**src/hdl/wwdt_pkg.sv**
```systemverilog
// shared constants of the window watchdog register block
package wwdt_pkg;
	// register byte offsets
	localparam logic [7:0]  WWDT_OFS_RELOAD  = 8'h00;
	localparam logic [7:0]  WWDT_OFS_CTRL    = 8'h04;
	localparam logic [7:0]  WWDT_OFS_STATUS  = 8'h08;
	localparam logic [7:0]  WWDT_OFS_COUNT   = 8'h0c;
	localparam logic [7:0]  WWDT_OFS_MASK    = 8'h10;
	// control field positions
	localparam int          WWDT_CTRL_EN_BIT  = 0;
	localparam int          WWDT_CTRL_IE_BIT  = 1;
	localparam int          WWDT_CTRL_PS_LSB  = 8;
	localparam int          WWDT_CTRL_CMP_LSB = 16;
	localparam int          WWDT_CTRL_DBG_BIT = 31;
	localparam logic [31:0] WWDT_CTRL_WMASK   = 32'h803f_0f03;
	// status field positions
	localparam int          WWDT_ST_MATCH_BIT = 0;
	localparam int          WWDT_ST_RESET_BIT = 1;
	// reset values
	localparam logic [31:0] WWDT_CTRL_RST     = 32'h003f_0800;
	localparam logic [1:0]  WWDT_STATUS_RST   = 2'h0;
	localparam logic [1:0]  WWDT_MASK_RST     = 2'h0;
	localparam logic [5:0]  WWDT_COUNT_RST    = 6'h3f;
	localparam logic [10:0] WWDT_PCNT_RST     = 11'h0bf;
	// reload key and counter top
	localparam logic [31:0] WWDT_RELOAD_KEY   = 32'h0000_5aa5;
	localparam logic [5:0]  WWDT_COUNT_TOP    = 6'h3f;
	// watchdog clocks needed to carry a reload command over
	localparam logic [1:0]  WWDT_RELOAD_SYNC  = 2'h3;
	// prescale divide per select code
	localparam logic [11:0] WWDT_PRESCALE [16] = '{
		12'h001, 12'h002, 12'h004, 12'h008, 12'h010, 12'h020, 12'h040, 12'h080,
		12'h0c0, 12'h100, 12'h180, 12'h200, 12'h300, 12'h400, 12'h600, 12'h800
	};
endpackage

```
**src/hdl/wwdt_pre_if.sv**
```systemverilog
// link between the watchdog core and its prescaler
`timescale 1ns/1ps
interface wwdt_pre_if;
	logic       tick;
	logic       restart;
	logic [3:0] sel;
	logic       expire;
	logic       pzero;
	modport ctl (output tick, output restart, output sel, input expire, input pzero);
	modport pre (input tick, input restart, input sel, output expire, output pzero);
endinterface

```
**src/hdl/wwdt_prescale.sv**
```systemverilog
// prescale counter between watchdog clock ticks and counter steps
`timescale 1ns/1ps
module wwdt_prescale
	import wwdt_pkg::*;
(
	input  wire logic clk_i,
	input  wire logic rst_i,
	input  wire logic ce_i,
	wwdt_pre_if.pre   pre_io
);
	typedef struct packed {
		logic [10:0] pcnt;
	} wwdt_pre_state_type;

	wwdt_pre_state_type s_q;
	wwdt_pre_state_type s_d;
	logic [10:0]        load;

	assign load          = 11'(WWDT_PRESCALE[pre_io.sel] - 12'h001);
	assign pre_io.pzero  = (s_q.pcnt == 11'h000);
	assign pre_io.expire = pre_io.tick && pre_io.pzero && !pre_io.restart;

	always_comb begin
		s_d = s_q;
		if (pre_io.restart) begin
			s_d.pcnt = load;
		end else if (pre_io.tick) begin
			s_d.pcnt = pre_io.pzero ? load : 11'(s_q.pcnt - 11'h001);
		end
	end

	always_ff @(posedge clk_i) begin
		if (rst_i) begin
			s_q.pcnt <= WWDT_PCNT_RST;
		end else if (ce_i) begin
			s_q <= s_d;
		end
	end
endmodule

```
**src/hdl/wwdt_core.sv**
```systemverilog
// window watchdog with wishbone register access
// Function
// - key write to reload register reloads the counter to 0x3F
// - key write above the window compare raises system reset at once
// - control register takes one write after reset, later writes ignored
// - debug-halt bit clear: counter frozen while CPU is halted
// - debug-halt bit set: counter keeps running during CPU halt
// - window compare field bits 21:16 bounds the permitted reload range
// - prescale select bits 11:8 picks divide; timeout is divide times 64
// - control register resets to 0x003F_0800
// - counter value register at 0x0C is read-only live count, resets 0x3F
// - status register at 0x08 is read/write and resets to zero
// - reload register at 0x00 is write-only, 32 bits, resets zero
// - enabled counter steps down from 0x3F once per prescaler expiry
// - count equal to window compare sets match flag, interrupt if enabled
// - counter at zero and prescaler at zero raises system reset
// - reload takes 3 watchdog clocks before counter returns to 0x3F
//
// Chosen here: the Wishbone register port.
`timescale 1ns/1ps
module wwdt_core
	import wwdt_pkg::*;
(
	input  wire logic        clk_i,
	input  wire logic        rst_i,
	input  wire logic        ce_i,
	input  wire logic        wb_cyc_i,
	input  wire logic        wb_stb_i,
	input  wire logic        wb_we_i,
	input  wire logic [7:0]  wb_adr_i,
	input  wire logic [3:0]  wb_sel_i,
	input  wire logic [31:0] wb_dat_i,
	output logic      [31:0] wb_dat_o,
	output logic             wb_ack_o,
	input  wire logic        watchdog_clock_i,
	input  wire logic        cpu_halted_i,
	output logic             sys_rst_o,
	output logic             irq_o
);
	typedef struct packed {
		logic [31:0] ctrl;
		logic        written;
		logic [1:0]  status;
		logic [1:0]  mask;
		logic [5:0]  count;
		logic        pend;
		logic [1:0]  pend_cnt;
		logic        rst_out;
		logic        ack;
		logic [31:0] rdat;
		logic        wd_s1;
		logic        wd_s2;
		logic        wd_s3;
		logic        halt_s1;
		logic        halt_s2;
	} wwdt_state_type;

	localparam wwdt_state_type WWDT_S_RST = '{
		ctrl:     WWDT_CTRL_RST,
		written:  1'b0,
		status:   WWDT_STATUS_RST,
		mask:     WWDT_MASK_RST,
		count:    WWDT_COUNT_RST,
		pend:     1'b0,
		pend_cnt: 2'h0,
		rst_out:  1'b0,
		ack:      1'b0,
		rdat:     32'h0000_0000,
		wd_s1:    1'b0,
		wd_s2:    1'b0,
		wd_s3:    1'b0,
		halt_s1:  1'b0,
		halt_s2:  1'b0
	};

	wwdt_state_type s_q;
	wwdt_state_type s_d;
	wwdt_pre_if     pre_bus ();

	logic [7:0]  adr;
	logic        acc;
	logic        acc_wr;
	logic        acc_rd;
	logic        key_wr;
	logic        ctrl_wr_ok;
	logic [5:0]  cmp;
	logic        enabled;
	logic        freeze;
	logic        wd_edge;
	logic        tick_run;
	logic        reload_now;
	logic [31:0] wmask;
	logic [31:0] rd_mux;

	assign adr      = {wb_adr_i[7:2], 2'b00};
	// effects land on the edge where the master samples ack
	assign acc      = wb_cyc_i && wb_stb_i && s_q.ack;
	assign acc_wr   = acc && wb_we_i;
	assign acc_rd   = acc && !wb_we_i;
	assign key_wr   = acc_wr && adr == WWDT_OFS_RELOAD && wb_dat_i == WWDT_RELOAD_KEY;
	assign ctrl_wr_ok = acc_wr && adr == WWDT_OFS_CTRL && !s_q.written;
	assign cmp      = s_q.ctrl[WWDT_CTRL_CMP_LSB +: 6];
	assign enabled  = s_q.ctrl[WWDT_CTRL_EN_BIT];
	assign freeze   = s_q.halt_s2 && !s_q.ctrl[WWDT_CTRL_DBG_BIT];
	assign wd_edge  = s_q.wd_s2 && !s_q.wd_s3;
	assign tick_run = wd_edge && enabled && !freeze && !s_q.rst_out;
	// reload lands on the third watchdog clock
	assign reload_now = tick_run && s_q.pend && s_q.pend_cnt == WWDT_RELOAD_SYNC - 2'h1;

	assign pre_bus.tick    = tick_run;
	assign pre_bus.restart = ctrl_wr_ok || reload_now;
	// the divider restarts on the control write, so it must load the divide being written
	assign pre_bus.sel     = (ctrl_wr_ok && wb_sel_i[1]) ? wb_dat_i[WWDT_CTRL_PS_LSB +: 4]
		: s_q.ctrl[WWDT_CTRL_PS_LSB +: 4];

	wwdt_prescale u_pre (
		.clk_i  (clk_i),
		.rst_i  (rst_i),
		.ce_i   (ce_i),
		.pre_io (pre_bus)
	);

	always_comb begin
		wmask = {{8{wb_sel_i[3]}}, {8{wb_sel_i[2]}}, {8{wb_sel_i[1]}}, {8{wb_sel_i[0]}}};
		rd_mux = 32'h0000_0000;
		case (adr)
			WWDT_OFS_CTRL: begin
				rd_mux = s_q.ctrl;
			end
			WWDT_OFS_STATUS: begin
				rd_mux = {30'h0000_0000, s_q.status};
			end
			WWDT_OFS_COUNT: begin
				rd_mux = {26'h000_0000, s_q.count};
			end
			WWDT_OFS_MASK: begin
				rd_mux = {30'h0000_0000, s_q.mask};
			end
			default: begin
				rd_mux = 32'h0000_0000;
			end
		endcase
	end

	always_comb begin
		s_d = s_q;
		// pins from outside pass two flip-flops first
		s_d.wd_s1   = watchdog_clock_i;
		s_d.wd_s2   = s_q.wd_s1;
		s_d.wd_s3   = s_q.wd_s2;
		s_d.halt_s1 = cpu_halted_i;
		s_d.halt_s2 = s_q.halt_s1;

		// one wait state; ack drops the cycle after it is given
		s_d.ack = wb_cyc_i && wb_stb_i && !s_q.ack;
		if (wb_cyc_i && wb_stb_i && !s_q.ack) begin
			s_d.rdat = rd_mux;
		end

		if (ctrl_wr_ok) begin
			s_d.ctrl    = (s_q.ctrl & ~(wmask & WWDT_CTRL_WMASK)) | (wb_dat_i & wmask & WWDT_CTRL_WMASK);
			s_d.written = 1'b1;
		end
		if (acc_wr && adr == WWDT_OFS_MASK && wb_sel_i[0]) begin
			s_d.mask = wb_dat_i[1:0];
		end

		// status clears by writing ones or by reading
		if (acc_wr && adr == WWDT_OFS_STATUS && wb_sel_i[0]) begin
			s_d.status = s_q.status & ~wb_dat_i[1:0];
		end
		// clear only what the read returned, so a flag raised after the capture survives
		if (acc_rd && adr == WWDT_OFS_STATUS) begin
			s_d.status = s_d.status & ~s_q.rdat[1:0];
		end

		if (tick_run && s_q.pend) begin
			s_d.pend_cnt = 2'(s_q.pend_cnt + 2'h1);
		end

		// software's window is checked, not trusted
		if (key_wr) begin
			if (s_q.count > cmp) begin
				s_d.rst_out = 1'b1;
			end else if (!s_q.pend) begin
				s_d.pend     = 1'b1;
				s_d.pend_cnt = 2'h0;
			end
		end
		// a wrong key falls through untouched

		if (reload_now) begin
			s_d.count = WWDT_COUNT_TOP;
			s_d.pend  = 1'b0;
		end else if (pre_bus.expire) begin
			if (s_q.count == 6'h00) begin
				s_d.rst_out = 1'b1;
			end else begin
				s_d.count = 6'(s_q.count - 6'h01);
			end
		end

		// match flag on arrival at the compare value; set beats clear
		if (s_d.count != s_q.count && s_d.count == cmp) begin
			s_d.status[WWDT_ST_MATCH_BIT] = 1'b1;
		end
		if (s_d.rst_out && !s_q.rst_out) begin
			s_d.status[WWDT_ST_RESET_BIT] = 1'b1;
		end
	end

	always_ff @(posedge clk_i) begin
		if (rst_i) begin
			s_q <= WWDT_S_RST;
		end else if (ce_i) begin
			s_q <= s_d;
		end
	end

	assign wb_ack_o  = s_q.ack;
	assign wb_dat_o  = s_q.rdat;
	// reset holds until the system reset comes back in on rst_i
	assign sys_rst_o = s_q.rst_out;
	// match interrupt needs its enable bit
	assign irq_o = (s_q.status[WWDT_ST_MATCH_BIT] && s_q.mask[WWDT_ST_MATCH_BIT] && s_q.ctrl[WWDT_CTRL_IE_BIT])
		|| (s_q.status[WWDT_ST_RESET_BIT] && s_q.mask[WWDT_ST_RESET_BIT]);

	property p_key_reload;
		@(posedge clk_i) disable iff (rst_i)
		ce_i && reload_now |=> s_q.count == WWDT_COUNT_TOP && !s_q.pend;
	endproperty
	a_key_reload: assert property (p_key_reload) else $error("keyed reload did not restore count");

	property p_sync_delay;
		@(posedge clk_i) disable iff (rst_i)
		ce_i && key_wr && s_q.count <= cmp && !s_q.pend && !reload_now |=> s_q.pend && s_q.pend_cnt == 2'h0;
	endproperty
	a_sync_delay: assert property (p_sync_delay) else $error("reload did not start its sync");

	property p_early_reset;
		@(posedge clk_i) disable iff (rst_i)
		ce_i && key_wr && s_q.count > cmp |=> sys_rst_o;
	endproperty
	a_early_reset: assert property (p_early_reset) else $error("early refresh gave no reset");

	property p_ctrl_once;
		@(posedge clk_i) disable iff (rst_i)
		s_q.written |=> $stable(s_q.ctrl);
	endproperty
	a_ctrl_once: assert property (p_ctrl_once) else $error("control changed after its one write");

	property p_halt_freeze;
		@(posedge clk_i) disable iff (rst_i)
		freeze |=> $stable(s_q.count) || $past(key_wr);
	endproperty
	a_halt_freeze: assert property (p_halt_freeze) else $error("count moved during debug halt");

	property p_count_step;
		@(posedge clk_i) disable iff (rst_i)
		ce_i && pre_bus.expire && s_q.count != 6'h00 && !reload_now |=> s_q.count == 6'($past(s_q.count) - 6'h01);
	endproperty
	a_count_step: assert property (p_count_step) else $error("count did not step down by one");

	property p_match_flag;
		@(posedge clk_i) disable iff (rst_i)
		$changed(s_q.count) && s_q.count == cmp |-> s_q.status[WWDT_ST_MATCH_BIT];
	endproperty
	a_match_flag: assert property (p_match_flag) else $error("match flag missing at compare");

	property p_timeout;
		@(posedge clk_i) disable iff (rst_i)
		ce_i && pre_bus.expire && s_q.count == 6'h00 && !reload_now |=> sys_rst_o ##1 sys_rst_o;
	endproperty
	a_timeout: assert property (p_timeout) else $error("timeout gave no held reset");

	property p_count_read;
		@(posedge clk_i) disable iff (rst_i)
		wb_ack_o && !wb_we_i && adr == WWDT_OFS_COUNT && $past(ce_i) |-> wb_dat_o == {26'h000_0000, $past(s_q.count)};
	endproperty
	a_count_read: assert property (p_count_read) else $error("count read shows wrong value");

	property p_bad_key;
		@(posedge clk_i) disable iff (rst_i)
		ce_i && acc_wr && adr == WWDT_OFS_RELOAD && wb_dat_i != WWDT_RELOAD_KEY && !s_q.pend |=> !s_q.pend;
	endproperty
	a_bad_key: assert property (p_bad_key) else $error("wrong key started a reload");

	c_reload: cover property (@(posedge clk_i) disable iff (rst_i) reload_now);
	c_early:  cover property (@(posedge clk_i) disable iff (rst_i) key_wr && s_q.count > cmp);
	c_irq:    cover property (@(posedge clk_i) disable iff (rst_i) $rose(irq_o));
	c_tmo:    cover property (@(posedge clk_i) disable iff (rst_i) pre_bus.expire && s_q.count == 6'h00);
endmodule

```
**config.mk**
```make
export PLATFORM = sky130hd
export DESIGN_NAME = wwdt_core
export DESIGN_NICKNAME = d
export VERILOG_FILES = /design/src/hdl/wwdt_pkg.sv /design/src/hdl/wwdt_pre_if.sv /design/src/hdl/wwdt_prescale.sv /design/src/hdl/wwdt_core.sv
export SDC_FILE = /design/constraint.sdc
export NUM_CORES = 1
export LEC_CHECK = 0
export ABC_AREA = 1
export BUFFER_PORTS_ARGS = -buffer_cell sky130_fd_sc_hd__buf_2
export CAP_MARGIN = 10
export CORE_MARGIN = 5
export CORE_UTILIZATION = 50
export DETAILED_ROUTE_END_ITERATION = 8
export PLACE_DENSITY = 0.73
export SLEW_MARGIN = 20
export SYNTH_ARGS = -nofsm -noshare
export SYNTH_HDL_FRONTEND = slang
export SYNTH_SLANG_ARGS = --single-unit
```
**constraint.sdc**
```tcl
create_clock -name clk_i -period 4.82 [get_ports clk_i]
set_clock_uncertainty 0.1 [all_clocks]
set_input_delay 1.446 -clock clk_i [delete_from_list [all_inputs] [get_ports clk_i]]
set_output_delay 1.446 -clock clk_i [all_outputs]
set_load 0.005 [all_outputs]
```
Word-level counts from Yosys, hierarchy flattened
Memory sizes are Yosys's and may differ from the RTL's. Index checks and enable logic that the tools add are counted. W data, S select, Z words.

Order comparisons: 2. Add/subtract/negate cells: 4. Multiplexer cells: 23. Equal/unequal tests: 9. Reduce and logical (&&, ||, !) cells: 49. Bitwise operators: 9.

Operators by type and width (number): $pmux W32 S4 (1); $and A32 B32 Y32 (2); $mux W11 (5); $eq A32 B15 Y1 const B (1); $not A32 Y32 (1); $or A32 B32 Y32 (1); $logic_and A1 B1 Y1 (29); $sub A11 B1 Y11 const B (2); $mux W6 (3); $eq A6 B2 Y1 const B (2); $logic_not A11 Y1 (1); $logic_not A1 Y1 (8); $logic_not A8 Y1 (1); $mux W2 (4); $mux W4 (2); $reduce_and A2 Y1 (4); $mux W1 (7); $eq A6 B1 Y1 const B (1); $eq A6 B3 Y1 const B (1); $eq A6 B6 Y1 (1); $gt A6 B6 Y1 (1); $logic_not A6 Y1 (1); $ne A6 B6 Y1 (1); $sub A6 B1 Y6 const B (1); 11 further kinds (15).

Memories kept: 1. Register bits after elaboration: 96. Logic and storage cells: 113. Output and inout bits: 35. Input port bits: 52. Memory bits (read-only): 192.

Memories: (name not given) (depth 16, bits a word 12, read ports 1, clocked after Yosys merged registers in 0, wr ports 0, RTL line wwdt_prescale.sv:19) `assign load = 11'(WWDT_PRESCALE[pre_io.sel] - 12'h001);`.

Logic depth before layout (Yosys ltp)
Word-level depth: 15. Mapped depth: 18. Depth with buffers taken out: 18.

By module
From an unflattened synthesis, not the netlist that was laid out.

Cells, all modules: 664. Area total of the unflattened synthesis: 4411.7 µm².

Modules (own cells, without submodules): wwdt_core (area each 3180.6 µm², cells each 470, sequential area each 1021.0 µm², times used 1); wwdt_prescale (area each 1231.2 µm², cells each 194, sequential area each 220.2 µm², times used 1).

Least setup slack after synthesis
OpenSTA, ideal clock, no wires.

Path type: in2reg. Start: in wb_adr_i[3]. End: reg u_pre.s_q[6] (netlist bit). Slack: 1308 ps. Buffers on the path: 0. Cell stages on the path: 14. Required time: 4593 ps. Arrival time: 3285 ps. Library setup time: 127 ps. Path through: inv_1 nand2_1 nor2_8 nand3_4 o21ai_0 ha_1 nand3_2 ha_1 nand2_1 nor2_4 a21oi_1 o21ai_1 nand2_1 a21oi_1.

Longest elaborated chain between the ends: 13. Elaborated cells between the ends (all ways): 16. Classes of those cells: 1 x add/sub; 1 x eq/ne; 6 x mux; 1 x bitwise; 6 x reduce/logical; 1 x memory.

RTL lines: from (decl) (RTL line wwdt_core.sv:30) `input wire logic [7:0] wb_adr_i,`; $eq A6 B1 Y1 * (RTL line wwdt_core.sv:101) `assign ctrl_wr_ok = acc_wr && adr == WWDT_OFS_CTRL && !s_q.written;`; $logic_and A1 B1 Y1 * (2 in a row) (RTL line wwdt_core.sv:101); $logic_and A1 B1 Y1 (RTL line wwdt_core.sv:113) `assign pre_bus.sel = (ctrl_wr_ok && wb_sel_i[1]) ? wb_dat_i[WWDT_CTRL_PS_LSB +: 4]`; $mux W4 (RTL line wwdt_core.sv:113); $not A4 Y5 (implied by the code) (RTL line wwdt_prescale.sv:19); $mem_v2 Z16 W12; $mux W11 (implied by the code) (2 in a row) (RTL line wwdt_prescale.sv:19); $sub A11 B1 Y11 (RTL line wwdt_prescale.sv:19); $mux W11 (RTL line wwdt_prescale.sv:28) `s_d.pcnt = pre_io.pzero ? load : 11'(s_q.pcnt - 11'h001);`; $mux W11 (RTL line wwdt_prescale.sv:27) `end else if (pre_io.tick) begin`; $mux W11 (RTL line wwdt_prescale.sv:25) `if (pre_io.restart) begin`; to (decl) (RTL line wwdt_prescale.sv:15) `wwdt_pre_state_type s_q;`.

Mark *: on every way between the ends. The rest lies on a longest branch, timed or not. The select of a mux whose other input is x is not followed. A chain may end at the register's enable or synchronous reset.

Final worst setup path
Start: in wb_adr_i[4]. End: reg u_pre.s_q[4] (netlist bit).

The elaborated chain is that of the path after synthesis.

==> results by group <==
Cells and area
  – Area delta synth->final: 10.4%
  – Cell area after layout: 4860 sq um
  – Layout cells sized above 1: 0.172
  – FF+latch area: 1240 sq um
  – Non-filler cells, final: 823
  – Footprint of the multi-input gates: 2580 sq um
  – Fin nets: 777
  – Fillcell total: 853
  – Diodes inserted: 0

Critical path
  – Crit-path slowest cell: o21ai_0
  – Worst R2R Setup Slack: 1.97 ns
  – CP required: 4.92 ns
  – Arr. time, crit path: 3.90 ns
  – WS Path Type: in2reg
  – Worst path max stage delay: 0.35 ns
  – Critical path fanouts, max: 18
  – FF-to-FF Start: wb_ack_o
  – Path depth of the worst reg2reg path: 11
  – Crit path cell chain: buf_2, nor2_4, nand2_2, nor2_8, nand3_4, o21ai_0, ha_1, nand3_2, ha_1, nand2_1, nor2_4, nor3_1, o211ai_1
  – Crit start category: primary input
  – Worst flop-to-flop path endpoint: u_pre.s_q[4]
  – Worst Setup End Kind: flip-flop

Global route
  – Largest net degree at the start of global routing: 40
  – Vias in the first global route: 4,103
  – Tot GR Track Use: 0.210
  – First-pass GRT wire length: 19.3 mm
  – Initial antenna violation count: 0
  – Grt total ovfl: 0

Logic synthesis
  – Post-synthesis adder-cell area fraction: 0.0426
  – Number of synthesized flops with an enable pin: 0
  – Synth cell types: 47
  – #FFs+latches synth: 62
  – Synth top area cells: dfxtp_1 (28%), nand2_1 (12%), a21oi_1 (6.5%), inv_1 (6.5%), nand3_1 (6.0%)
  – Largest family of logic cells by synthesized area: simple AND/OR/NAND/NOR gates
  – Synthesized area per cell: 6.63 sq um
  – Most frequent cells after synthesis: nand2_1 (140), inv_1 (76), dfxtp_1 (62)
  – Top FF cell, synth: dfxtp_1
  – Top-area cell type share of the netlist area: 0.282
  – Synth Cell Area: 4410 sq um
  – Simple-gate portion of the synthesized area: 0.354
  – Compound-Gate Fraction of Synth Area: 0.153
  – Synth area leader: dfxtp_1
  – Register area share after synthesis: 0.282
  – YS warnings: 0
  – Most common cell in the netlist: nand2_1
  – Cells after synthesis: 664
  – Async S/R FF share, synth: 0
  – Post-Synth XOR/XNOR Area: 0.0239
  – Post-synthesis mux area share: 0

Detailed routing
  – 1st-pass router iterations: 5
  – Vias/cell: 5.32
  – Routed WL: 11.6 mm
  – Antenna viol nets, final: 0
  – Via count: 4,379
  – Remaining DRCs: 0
  – DR WL/cell: 14.1 microns
  – DR iter-0 viols: 322

CTS
  – CTS clk-pin slew, worst paths: 0.08 ns
  – TritonCTS clock tree: done
  – Root Driver: clkbuf_8
  – Clock sink count: 62
  – Clk_lat worst skew: 0.35 ns
  – H-tree depth: 3
  – Post-CTS setup buffer count: 0
  – CTS buffer count: 9
  – CTS resizes: 0
  – Clock Tree Buf Depth: 2
  – Post-CTS Hold Fix Bufs: 0

Floorplanning
  – Die Wd: 104 microns
  – Num ports: 87
  – Rows: 34
  – Die Y-Extent: 104 microns
  – Die ar.: 10,800 sq um
  – Initial Utilization: 0.510
  – Core Box Area: 8640 sq um

Timing
  – Setup Viol. Count Final: 0
  – FMAX: 263 MHz
  – Fin. Hold Viols: 0
  – Setup WS post-layout: 1.02 ns
  – RSZ-0062 raised after global routing: no
  – Worst Tran Pin Value: 0.746 ns
  – Final min period: 3.80 ns
  – Fin Setup TNS: 0 ns
  – Max_slew headroom: 0.499
  – Fin crit share: 0.789
  – Fin. max-slew vios: 0

Run
  – Max cap viols: 0

Hold path
  – Hold path depth: 2
  – HP Class: reg2reg
  – Min-delay src: wb_dat_o[8]
  – Hold Path Sink: wb_dat_o[8]

Placed design
  – DP Worst Slack: 0.654 ns
  – Dpl cell area: 4640 sq um
  – Placed Instances: 807
  – GPL Wtd Cong: 0.915
  – Detailed Place HPWL: 8.90 mm
  – Port Buffers: 69

Power and ir drop
  – Leak: 2.38 nW
  – PwrDens: 243 nW/um^2
  – Worst vdd ir: 0.203 mV

Status
  – Status: completed
## worst max path at each step
stage | start | end | slack (ns) | cells after the start
2_1_floorplan | wb_adr_i[3] | u_pre.s_q[6] | 1.31 | 14
3_3_place_gp | wb_adr_i[4] | u_pre.s_q[4] | 0.72 | 13
3_5_place_dp | wb_adr_i[4] | u_pre.s_q[4] | 0.65 | 13
4_1_cts | wb_adr_i[4] | u_pre.s_q[4] | 1.00 | 13
5_1_grt | wb_adr_i[4] | u_pre.s_q[4] | 0.81 | 13
6_report | wb_adr_i[4] | u_pre.s_q[4] | 1.02 | 13
## critical path: cells and delay by family
family,cells,cell delay (ns)
buffers and inverters,1,0.12
adder cells (fa/ha/maj),2,0.59
AO/OA/AOI/OAI,2,0.47
AND/OR/NAND/NOR,8,1.27
## layout make-up
class	count	share of cell area
Timing Repair Buffer	72	0.0756
Inverter	82	0.0633
Multi-Input combinational cell	483	0.532
Tap cell	108	0.0278
Clock inverter	7	0.0211
Clock buffer	9	0.0255
Sequential cell	62	0.255
## power breakdown
group	switching (mW)	internal [mW]
combinational	0.0702	0.0392
sequential	0.00977	0.520
clock	0.242	0.299
total	0.323	0.858
## logic make-up after synthesis
logic type                 after synthesis
xor gates and xnor gates                12
AOI/OAI and AO/OA                      121
other                                    1
adders and majority gates               15
DFF                                     62
and+or+nand+nor                        320
buffers and inverters                  133
## stage by stage
stage | total power, mW | util | hold WS, ns
floorplan | 0.614 | - | 0.344
global placement | 0.648 | 0.537 | 0.351
detailed placement | 0.650 | 0.537 | 0.353
CTS | 1.19 | 0.563 | 0.366
global route | 1.22 | 0.563 | 0.383
finish | 1.18 | 0.563 | 0.363
## placed cells by master, fill, tap and decap left out, drive strengths merged, types with 2 or more instances in the layout
| master | netlist | layout |
|---|---|---|
| nor3 | 11 | 11 |
| nand4 | 28 | 28 |
| o21ai | 42 | 42 |
| xor2 | 11 | 11 |
| nor2 | 68 | 68 |
| conb | 1 | 15 |
| o21bai | 3 | 3 |
| nand3b | 2 | 2 |
| dfxtp | 62 | 62 |
| bufinv | 0 | 2 |
| nand2 | 148 | 148 |
| nor4 | 4 | 4 |
| o211ai | 6 | 6 |
| inv | 80 | 84 |
| nand3 | 57 | 57 |
| a21oi | 58 | 58 |
| buf | 37 | 72 |
| clkbuf | 14 | 9 |
| a211oi | 2 | 2 |
| o221ai | 3 | 3 |
| ha | 15 | 15 |
| clkinv | 2 | 2 |
## per-layer routing
layer  routed length [microns]  part of all wire  vias up  global-route usage
met5                         0                 0        -                   0
met4                       191             0.017        0              0.0574
met3                       857             0.074       16              0.0459
met2                      5240              0.45      147               0.345
met1                      5280              0.46     1962               0.279
li1                          -                 -     2254                   -
Power figures use the tool's default switching activity.
